--- src/include/diff_div_cfg.svh ---
// Register indices, field positions and reset values of the channel dividers
`ifndef DIFF_DIV_CFG_SVH
`define DIFF_DIV_CFG_SVH

// Register indices; byte address is four times the index
`define DD_IDX_P1_ROUTE 9'h195
`define DD_IDX_P2_COUNTS 9'h196
`define DD_IDX_P2_CTRL 9'h197
`define DD_IDX_P2_ROUTE 9'h198
`define DD_IDX_INPUT_SEL 9'h1e1
`define DD_IDX_STATUS 9'h1f0
`define DD_ADDR_LSB_PAD 2'h0
`define DD_ADDR_W 12

// Route register fields
`define DD_ROUTE_DIRECT 1
`define DD_ROUTE_DCC_OFF 0
// Phase count fields
`define DD_LOW_MSB 7
`define DD_LOW_LSB 4
`define DD_HIGH_MSB 3
`define DD_HIGH_LSB 0
// Control fields
`define DD_CTRL_BYPASS 7
`define DD_CTRL_NOSYNC 6
`define DD_CTRL_FORCE 5
`define DD_CTRL_START 4
`define DD_PHASE_MSB 3
`define DD_PHASE_LSB 0

// Input select codes
`define DD_SEL_OSC 2'h2
`define DD_SEL_CLK 2'h0

// Reset values
`define DD_RST_COUNTS 8'h00
`define DD_RST_CTRL 8'h00
`define DD_RST_ROUTE 2'h0
`define DD_RST_SEL 2'h0
// Fixed settings of the first pair divider
`define DD_P1_COUNTS 8'h00
`define DD_P1_CTRL 8'h00

// Counter constants
`define DD_CNT_ZERO 5'h00
`define DD_CNT_ONE 5'h01
`define DD_PHASE_EXTRA 6'h02
`define DD_PHASE_NONE 4'h0

`endif

--- src/include/diff_div_pkg.sv ---
// Types shared by the channel divider design
package diff_div_pkg;
   typedef enum logic [1:0] {div_hold, div_delay, div_run} div_state_t;
endpackage

--- src/verilog/channel_divider.sv ---
// One channel divider counting rising edges of its input clock
`timescale 1ns/10ps
`include "diff_div_cfg.svh"
module channel_divider (
   input wire logic pclk,
   input wire logic presetn,
   input wire logic src_level,
   input wire logic src_rise,
   input wire logic [3:0] low_count,
   input wire logic [3:0] high_count,
   input wire logic bypass,
   input wire logic nosync,
   input wire logic force_level,
   input wire logic start_high,
   input wire logic [3:0] phase_offset,
   input wire logic dcc_disable,
   input wire logic sync_active,
   output logic div_out
);
   diff_div_pkg::div_state_t state_q;
   diff_div_pkg::div_state_t state_d;
   logic [4:0] cnt_q;
   logic [4:0] cnt_d;
   logic out_q;
   logic out_d;
   wire logic [5:0] total_w;
   wire logic [4:0] half_w;
   wire logic [4:0] hi_lim_w;
   wire logic [4:0] lo_lim_w;
   wire logic [4:0] limit_w;
   wire logic [4:0] delay_last_w;
   wire logic at_limit_w;
   wire logic at_delay_end_w;

   // Period and duty split
   assign total_w = 6'({2'h0, low_count}) + 6'({2'h0, high_count}) + `DD_PHASE_EXTRA;
   assign half_w = total_w[5:1];
   assign hi_lim_w = dcc_disable ? {1'b0, high_count} : half_w - `DD_CNT_ONE;
   assign lo_lim_w = dcc_disable ? {1'b0, low_count} :
                     5'(total_w - {1'b0, half_w}) - `DD_CNT_ONE;
   assign limit_w = out_q ? hi_lim_w : lo_lim_w;
   assign at_limit_w = (cnt_q >= limit_w);
   assign delay_last_w = {1'b0, phase_offset} - `DD_CNT_ONE;
   assign at_delay_end_w = (cnt_q >= delay_last_w);

   always_comb begin
      state_d = state_q;
      cnt_d = cnt_q;
      out_d = out_q;
      if (bypass) begin
         state_d = diff_div_pkg::div_hold;
         cnt_d = `DD_CNT_ZERO;
         out_d = src_level;
      end else if (sync_active && !nosync) begin
         state_d = diff_div_pkg::div_hold;
         cnt_d = `DD_CNT_ZERO;
         out_d = start_high;
      end else if (sync_active) begin
         out_d = force_level;
      end else begin
         unique case (state_q)
            diff_div_pkg::div_hold: begin
               cnt_d = `DD_CNT_ZERO;
               out_d = start_high;
               state_d = (phase_offset == `DD_PHASE_NONE) ? diff_div_pkg::div_run :
                         diff_div_pkg::div_delay;
            end
            diff_div_pkg::div_delay: begin
               if (src_rise && at_delay_end_w) begin
                  state_d = diff_div_pkg::div_run;
                  cnt_d = `DD_CNT_ZERO;
               end else if (src_rise) begin
                  cnt_d = cnt_q + `DD_CNT_ONE;
               end
            end
            diff_div_pkg::div_run: begin
               if (src_rise && at_limit_w) begin
                  out_d = ~out_q;
                  cnt_d = `DD_CNT_ZERO;
               end else if (src_rise) begin
                  cnt_d = cnt_q + `DD_CNT_ONE;
               end
            end
            default: begin
               state_d = diff_div_pkg::div_hold;
            end
         endcase
      end
   end

   always_ff @(posedge pclk or negedge presetn) begin
      if (!presetn) begin
         state_q <= diff_div_pkg::div_hold;
         cnt_q <= `DD_CNT_ZERO;
         out_q <= 1'b0;
      end else begin
         state_q <= state_d;
         cnt_q <= cnt_d;
         out_q <= out_d;
      end
   end

   assign div_out = out_q;
endmodule // channel_divider

--- src/verilog/differential_channel_divider.sv ---
// Two differential output pairs with routing, dividers and APB registers
//
// Functional notes
// - Route bit clear drives pair from divider
// - Route set, select 10b routes oscillator
// - Second pair, select 00b routes clock input
// - First pair, select 00b routes oscillator
// - Correction-disable clear evens the duty cycle
// - Low field sets low-phase input cycles
// - High field sets high-phase input cycles
// - Bypass passes input clock to output
// - Sync-ignore clear makes divider obey sync
// - Force bit sets level; needs sync-ignore
// - Start bit picks initial output level
// - Four-bit phase offset delays divider start
//
// Added by the designer: the APB register port.
`timescale 1ns/10ps
`include "diff_div_cfg.svh"
module differential_channel_divider (
   input wire logic pclk,
   input wire logic presetn,
   input wire logic psel,
   input wire logic penable,
   input wire logic pwrite,
   input wire logic [11:0] paddr,
   input wire logic [31:0] pwdata,
   output logic [31:0] prdata,
   output logic pready,
   output logic pslverr,
   input wire logic osc_in,
   input wire logic clk_in,
   input wire logic sync_n,
   output logic pair_one_output_a,
   output logic pair_one_output_b,
   output logic pair_two_output_a,
   output logic pair_two_output_b
);
   // APB state
   logic pready_q;
   logic pslverr_q;
   logic [31:0] prdata_q;
   logic pslverr_d;
   logic [31:0] prdata_d;

   // Software registers
   logic [1:0] p1_route_q;
   logic [7:0] p2_counts_q;
   logic [7:0] p2_ctrl_q;
   logic [1:0] p2_route_q;
   logic [1:0] input_sel_q;

   // Pin synchronisers: osc_in, clk_in, sync_n
   logic [2:0] pin_s1_q;
   logic [2:0] pin_s2_q;
   logic [2:0] pin_s3_q;
   logic [2:0] pin_lvl_q;
   logic [2:0] pin_prev_q;
   wire logic [2:0] pin_raw_w;
   wire logic [2:0] pin_rise_w;

   // Divider and output state
   wire logic [1:0] div_level_w;
   logic [1:0] out_a_q;
   logic [1:0] out_b_q;
   wire logic [1:0] route_mux_w;
   wire logic [7:0] counts_w [2];
   wire logic [7:0] ctrl_w [2];
   wire logic [1:0] route_w [2];

   // Bus decode
   wire logic [8:0] idx_w;
   wire logic word_ok_w;
   wire logic setup_w;
   wire logic wr_en_w;
   wire logic hit_p1_route_w;
   wire logic hit_p2_counts_w;
   wire logic hit_p2_ctrl_w;
   wire logic hit_p2_route_w;
   wire logic hit_input_sel_w;
   wire logic hit_status_w;
   wire logic hit_any_w;
   wire logic [31:0] rd_p1_route_w;
   wire logic [31:0] rd_p2_counts_w;
   wire logic [31:0] rd_p2_ctrl_w;
   wire logic [31:0] rd_p2_route_w;
   wire logic [31:0] rd_input_sel_w;
   wire logic [31:0] rd_status_w;

   // Source selection
   wire logic osc_lvl_w;
   wire logic clk_lvl_w;
   wire logic sync_active_w;
   wire logic use_osc_w;
   wire logic src_lvl_w;
   wire logic src_rise_w;
   wire logic sel_is_osc_w;
   wire logic sel_is_clk_w;

   // Pin inputs: three flops, level moves when second and third agree
   assign pin_raw_w = {sync_n, clk_in, osc_in};

   generate
      for (genvar i = 0; i < 3; i++) begin : g_pin
         always_ff @(posedge pclk or negedge presetn) begin
            if (!presetn) begin
               pin_s1_q[i] <= 1'b0;
               pin_s2_q[i] <= 1'b0;
               pin_s3_q[i] <= 1'b0;
            end else begin
               pin_s1_q[i] <= pin_raw_w[i];
               pin_s2_q[i] <= pin_s1_q[i];
               pin_s3_q[i] <= pin_s2_q[i];
            end
         end

         always_ff @(posedge pclk or negedge presetn) begin
            if (!presetn) begin
               pin_lvl_q[i] <= 1'b0;
               pin_prev_q[i] <= 1'b0;
            end else begin
               pin_lvl_q[i] <= (pin_s2_q[i] == pin_s3_q[i]) ? pin_s3_q[i] : pin_lvl_q[i];
               pin_prev_q[i] <= pin_lvl_q[i];
            end
         end

         assign pin_rise_w[i] = pin_lvl_q[i] & ~pin_prev_q[i];
      end
   endgenerate

   assign osc_lvl_w = pin_lvl_q[0];
   assign clk_lvl_w = pin_lvl_q[1];
   // Sync pin is active low; reset value zero means sync held until pin settles
   assign sync_active_w = ~pin_lvl_q[2];

   // Divider input: oscillator when select is 10b, else the clock input
   assign sel_is_osc_w = (input_sel_q == `DD_SEL_OSC);
   assign sel_is_clk_w = (input_sel_q == `DD_SEL_CLK);
   assign use_osc_w = sel_is_osc_w;
   assign src_lvl_w = use_osc_w ? osc_lvl_w : clk_lvl_w;
   assign src_rise_w = use_osc_w ? pin_rise_w[0] : pin_rise_w[1];

   // Per-pair settings; the first pair divider runs with fixed settings
   assign counts_w[0] = `DD_P1_COUNTS;
   assign ctrl_w[0] = `DD_P1_CTRL;
   assign route_w[0] = p1_route_q;
   assign counts_w[1] = p2_counts_q;
   assign ctrl_w[1] = p2_ctrl_q;
   assign route_w[1] = p2_route_q;

   generate
      for (genvar p = 0; p < 2; p++) begin : g_pair
         channel_divider u_div (
            .pclk(pclk),
            .presetn(presetn),
            .src_level(src_lvl_w),
            .src_rise(src_rise_w),
            .low_count(counts_w[p][`DD_LOW_MSB:`DD_LOW_LSB]),
            .high_count(counts_w[p][`DD_HIGH_MSB:`DD_HIGH_LSB]),
            .bypass(ctrl_w[p][`DD_CTRL_BYPASS]),
            .nosync(ctrl_w[p][`DD_CTRL_NOSYNC]),
            .force_level(ctrl_w[p][`DD_CTRL_FORCE]),
            .start_high(ctrl_w[p][`DD_CTRL_START]),
            .phase_offset(ctrl_w[p][`DD_PHASE_MSB:`DD_PHASE_LSB]),
            .dcc_disable(route_w[p][`DD_ROUTE_DCC_OFF]),
            .sync_active(sync_active_w),
            .div_out(div_level_w[p])
         );

         // Output routing
         if (p == 0) begin : g_first
            assign route_mux_w[p] =
               !route_w[p][`DD_ROUTE_DIRECT] ? div_level_w[p] :
               sel_is_osc_w ? osc_lvl_w :
               sel_is_clk_w ? osc_lvl_w :
               div_level_w[p];
         end else begin : g_second
            assign route_mux_w[p] =
               !route_w[p][`DD_ROUTE_DIRECT] ? div_level_w[p] :
               sel_is_osc_w ? osc_lvl_w :
               sel_is_clk_w ? clk_lvl_w :
               div_level_w[p];
         end

         always_ff @(posedge pclk or negedge presetn) begin
            if (!presetn) begin
               out_a_q[p] <= 1'b0;
               out_b_q[p] <= 1'b1;
            end else begin
               out_a_q[p] <= route_mux_w[p];
               out_b_q[p] <= ~route_mux_w[p];
            end
         end
      end
   endgenerate

   assign pair_one_output_a = out_a_q[0];
   assign pair_one_output_b = out_b_q[0];
   assign pair_two_output_a = out_a_q[1];
   assign pair_two_output_b = out_b_q[1];

   // APB decode: word index in paddr[10:2]
   assign idx_w = paddr[10:2];
   assign word_ok_w = (paddr[1:0] == `DD_ADDR_LSB_PAD) && !paddr[11];
   assign setup_w = psel & ~penable;
   assign wr_en_w = psel & penable & pready_q & pwrite & ~pslverr_q;

   assign hit_p1_route_w = word_ok_w && (idx_w == `DD_IDX_P1_ROUTE);
   assign hit_p2_counts_w = word_ok_w && (idx_w == `DD_IDX_P2_COUNTS);
   assign hit_p2_ctrl_w = word_ok_w && (idx_w == `DD_IDX_P2_CTRL);
   assign hit_p2_route_w = word_ok_w && (idx_w == `DD_IDX_P2_ROUTE);
   assign hit_input_sel_w = word_ok_w && (idx_w == `DD_IDX_INPUT_SEL);
   assign hit_status_w = word_ok_w && (idx_w == `DD_IDX_STATUS);
   assign hit_any_w = hit_p1_route_w | hit_p2_counts_w | hit_p2_ctrl_w |
                      hit_p2_route_w | hit_input_sel_w | hit_status_w;

   // Read values, upper bits zero
   assign rd_p1_route_w = {30'h0, p1_route_q};
   assign rd_p2_counts_w = {24'h0, p2_counts_q};
   assign rd_p2_ctrl_w = {24'h0, p2_ctrl_q};
   assign rd_p2_route_w = {30'h0, p2_route_q};
   assign rd_input_sel_w = {30'h0, input_sel_q};
   assign rd_status_w = {25'h0, sync_active_w, div_level_w, out_a_q, out_a_q ^ out_b_q};

   // Read data captured in setup; status is read-only
   always_comb begin
      prdata_d = 32'h0;
      if (hit_p1_route_w) begin
         prdata_d = rd_p1_route_w;
      end else if (hit_p2_counts_w) begin
         prdata_d = rd_p2_counts_w;
      end else if (hit_p2_ctrl_w) begin
         prdata_d = rd_p2_ctrl_w;
      end else if (hit_p2_route_w) begin
         prdata_d = rd_p2_route_w;
      end else if (hit_input_sel_w) begin
         prdata_d = rd_input_sel_w;
      end else if (hit_status_w) begin
         prdata_d = rd_status_w;
      end
   end

   assign pslverr_d = !hit_any_w || (hit_status_w && pwrite);

   // No wait state: pready rises in the first access cycle
   always_ff @(posedge pclk or negedge presetn) begin
      if (!presetn) begin
         pready_q <= 1'b0;
         pslverr_q <= 1'b0;
         prdata_q <= 32'h0;
      end else if (setup_w) begin
         pready_q <= 1'b1;
         pslverr_q <= pslverr_d;
         prdata_q <= pwrite ? 32'h0 : prdata_d;
      end else begin
         pready_q <= 1'b0;
         pslverr_q <= 1'b0;
      end
   end

   assign pready = pready_q;
   assign pslverr = pslverr_q;
   assign prdata = prdata_q;

   // Register writes at the completing access edge
   always_ff @(posedge pclk or negedge presetn) begin
      if (!presetn) begin
         p1_route_q <= `DD_RST_ROUTE;
         p2_route_q <= `DD_RST_ROUTE;
         input_sel_q <= `DD_RST_SEL;
      end else if (wr_en_w) begin
         if (hit_p1_route_w) begin
            p1_route_q <= pwdata[1:0];
         end
         if (hit_p2_route_w) begin
            p2_route_q <= pwdata[1:0];
         end
         if (hit_input_sel_w) begin
            input_sel_q <= pwdata[1:0];
         end
      end
   end

   always_ff @(posedge pclk or negedge presetn) begin
      if (!presetn) begin
         p2_counts_q <= `DD_RST_COUNTS;
         p2_ctrl_q <= `DD_RST_CTRL;
      end else if (wr_en_w) begin
         if (hit_p2_counts_w) begin
            p2_counts_q <= pwdata[7:0];
         end
         if (hit_p2_ctrl_w) begin
            p2_ctrl_q <= pwdata[7:0];
         end
      end
   end
endmodule // differential_channel_divider

--- config.mk ---
export PLATFORM = sky130hd
export DESIGN_NAME = differential_channel_divider
export DESIGN_NICKNAME = d
export VERILOG_FILES = /design/src/include/diff_div_pkg.sv /design/src/verilog/channel_divider.sv /design/src/verilog/differential_channel_divider.sv
export VERILOG_INCLUDE_DIRS = /design/src /design/src/include
export SDC_FILE = /design/constraint.sdc
export NUM_CORES = 1
export LEC_CHECK = 0
export BUFFER_PORTS_ARGS = -buffer_cell sky130_fd_sc_hd__clkbuf_2
export CELL_PAD_IN_SITES_DETAIL_PLACEMENT = 2
export CELL_PAD_IN_SITES_GLOBAL_PLACEMENT = 2
export CORE_ASPECT_RATIO = 1.2
export CORE_UTILIZATION = 34
export DETAILED_ROUTE_END_ITERATION = 6
export PLACE_DENSITY = 0.87
export SLEW_MARGIN = 10
export SYNTH_ARGS = -nofsm -noshare
export SYNTH_HDL_FRONTEND = slang
export SYNTH_SLANG_ARGS = --single-unit
--- constraint.sdc ---
create_clock -name pclk -period 5.7 [get_ports pclk]
set_clock_uncertainty 0.2 [all_clocks]
set_input_delay 0.57 -clock pclk [delete_from_list [all_inputs] [get_ports pclk]]
set_output_delay 0.57 -clock pclk [all_outputs]
set_load 0.01 [all_outputs]
==> results.tsv <==
metric	value	unit
max_slew_margin	45.3	%
first_pass_iters	4	
status	complete, no violations	
cp-startpoint	p2_counts_q[1]	
final.period_utilization	89.8	%
synth-edff-count	0	
critical_path_class	flip-flop to flip-flop	
drive_gt1_share	22.2	%
grt_max_degree	61	
ys.flop_type	dfrtp_1	
hold_class	input pin to flip-flop	
antenna_left	0	
slew_viol_final	0	
overflow	0	
die-height	119	µm
syn_area	3890	µm²
period_needed	5.12	ns
layout.nets	511	
routedWlPerCell	19.1	µm
synth_seq_area_share	38.7	%
reg2reg_to	g_pair[1].u_div.div_out	
synth-async-reset-ratio	100	%
layout_common_cells	dfrtp_1 (58), clkbuf_2 (41), nand2_1 (35)	
cp_data_required_time	5.74	ns
clk_path_buf_depth	2	
path_depth	19	
reg2reg_depth	19	
rsz0062_at_grt	no	
ys_seq_elements	60	
rows	42	
crit_path_cell_trace	inv_1 -> ha_1 -> inv_1 -> ha_1 -> fa_1 -> xnor2_1 -> inv_1 -> ha_1 -> nand2_1 -> o21ai_0 -> xnor2_1 -> or3_1 -> a31o_2 -> ha_1 -> nor4_1 -> o21ai_0 -> nand4_1 -> mux2_2 -> a221oi_1	
vias	3074	
postCtsSetupBuffers	0	
setup_viol	0	
avgSynthCellArea	10.1	µm²
finalNonFillerCells	587	
grtUsageTotal	20.4	%
synthAdderAreaFrac	11.1	%
clk_latency	0.34	ns
synth-compound-area-share	12.9	%
clock-root-buffer	clkbuf_16	
cp-end-kind	flip-flop	
power_density	263	nW/µm²
cpMostUsedCell	ha_1	
rrSetupSlack	0.58	ns
grt_pass1_wl	18300	µm
clkSinkCount	60	
totalWireLength	11200	µm
grt_pass1_vias	3382	
path_clk_slew	0.06	ns
yosys_warnings	0	
finalHoldViolCount	0	
p_leak	2.12	nW
setup_tns	0	ns
synthMuxAreaShare	9.40	%
synth-simple-area-share	16.0	%
timing.fmax	195	MHz
post-route-drc-count	0	
io_pins	90	
r2r_start	p2_counts_q[1]	
synth_xor_area_share	3.15	%
final_common_cell	dfrtp_1	
synth_top_family_by_area	simple AND/OR/NAND/NOR gates	
cts_tree	done	
max_cap_viol_count	0	
die_area	11900	µm²
max_stage_delay	0.44	ns
crit_buf_inv	3	
die-width	99.6	µm
cp-start-kind	flip-flop	
crit_path_top_delay_cell	fa_1	
crit_family	adder cells	
endpoint	g_pair[1].u_div.div_out	
ir_drop	136	µV
gp_congestion	0.812	
via_per_inst	5.24	
syn2layout_area_growth	14.8	%
initial_core_util	35.1	%
antenna_found_initial	0	
numCtsBuffers	9	
critPathArrivalTime	5.16	ns
hpwl	8180	µm
tightest_slew	0.816	ns
syn_inst	384	
synth.distinct_cells	63	
drtIter0Drc	119	
path_max_fanout	5	
postCtsHoldBufs	0	
antenna_cells	0	
portBuffers	41	
fp.coreArea	11100	µm²
post-place-cells	571	
cts_htree_levels	3	
cts_resized	0	
==> cells in the mapped netlist (3+ instances only) <==
cell type / instances / area, µm²
dfrtp_1: 58 / 1450
nand2_1: 35 / 131
ha_1: 29 / 363
buf_4: 25 / 188
inv_1: 25 / 93.8
mux2_2: 20 / 225
nor2_1: 20 / 75.1
o21ai_0: 19 / 95.1
a21oi_1: 16 / 80.1
xnor2_1: 9 / 78.8
a22oi_1: 7 / 52.6
nand2b_1: 7 / 43.8
nor2b_1: 7 / 43.8
o211ai_1: 7 / 52.6
o31ai_1: 7 / 52.6
nor3_1: 6 / 30.0
mux2i_1: 5 / 50.1
xor2_1: 5 / 43.8
mux4_2: 4 / 90.1
nand4_1: 4 / 25.0
or3_1: 4 / 25.0
a21o_1: 3 / 22.5
and3_1: 3 / 18.8
maj3_1: 3 / 30.0
nand3_1: 3 / 15.0
==> cell families after synthesis <==
group | Yosys count
simple gates | 112
compound gates | 77
flops | 60
buf+inv | 57
fa+ha+maj | 34
mux | 29
xor+xnor | 14
other cells | 1
==> how the worst min path moves through the flow <==
| stage | start | to | slack, ns | cells after the start |
|---|---|---|---|---|
| after floorplan | presetn | clk_lvl_w | 0.07 | 0 |
| after global placement | pin_s1_q[2] | pin_s2_q[2] | 0.13 | 0 |
| after detailed placement | pin_s1_q[1] | pin_s2_q[1] | 0.15 | 0 |
| after CTS | osc_in | pin_s1_q[0] | 0.12 | 1 |
| after global routing | sync_n | pin_s1_q[2] | 0.13 | 1 |
| final | osc_in | pin_s1_q[0] | 0.13 | 1 |
==> sequential cells by signal, indices dropped and copies added (netlist names), 2 cells and up <==
register and flops:
g_pair.u_div.cnt_q 5, prdata 8, pin_prev_q 2, p1_route_q 2
g_pair.u_div.div_out 2, p2_route_q 2, pin_s1_q 3, g_pair.u_div.state_q 3
pin_s2_q 3, p2_counts_q 8, input_sel_q 2, pin_s3_q 3
p2_ctrl_q 8
==> power by group <==
part	internal (mW)	switching, mW
Sequential	0.445	0.0196
Clock	0.393	0.207
Combinational	0.0391	0.0716
Total	0.877	0.298
==> worst reg2reg max path, delay by kind of cell, from the launching register on <==
kind | cells | cell delay [ns]
simple gates | 4 | 0.83
mux | 1 | 0.34
flops | 1 | 0.42
buf+inv | 3 | 0.24
fa+ha+maj | 5 | 1.50
compound gates | 4 | 0.97
xor+xnor | 2 | 0.52
==> routing by layer <==
metal / up-vias / share of wire [%] / GRT usage (%)
li1: 1415 / - / -
met4: 0 / 2.3 / 9.19
met1: 1582 / 40 / 23.3
met3: 16 / 2.9 / 3.11
met2: 61 / 55 / 37.2
met5: - / 0 / 0
==> cell type report <==
class	instances	area, µm²
well taps	154	193
fillers	1198	6620
inverters	25	93.8
multi-input cells	290	2140
clock buffers	10	239
flip-flops and latches	60	1500
repair buffers	42	213
clock inverters	6	87.6
==> per-stage QoR <==
step	worst slack [ns]	power [mW]	util [%]	hold slack, ns	area (µm²)
finish	0.580	1.18	40.3	0.130	4470
global placement	0.745	0.575	37.3	0.134	4140
global route	0.188	1.22	40.3	0.129	4470
detailed placement	0.562	0.580	37.3	0.146	4140
CTS	0.542	1.19	40.3	0.125	4470
floorplan	1.22	0.544	-	0.0744	3980
(Power assumes the default switching activity.)
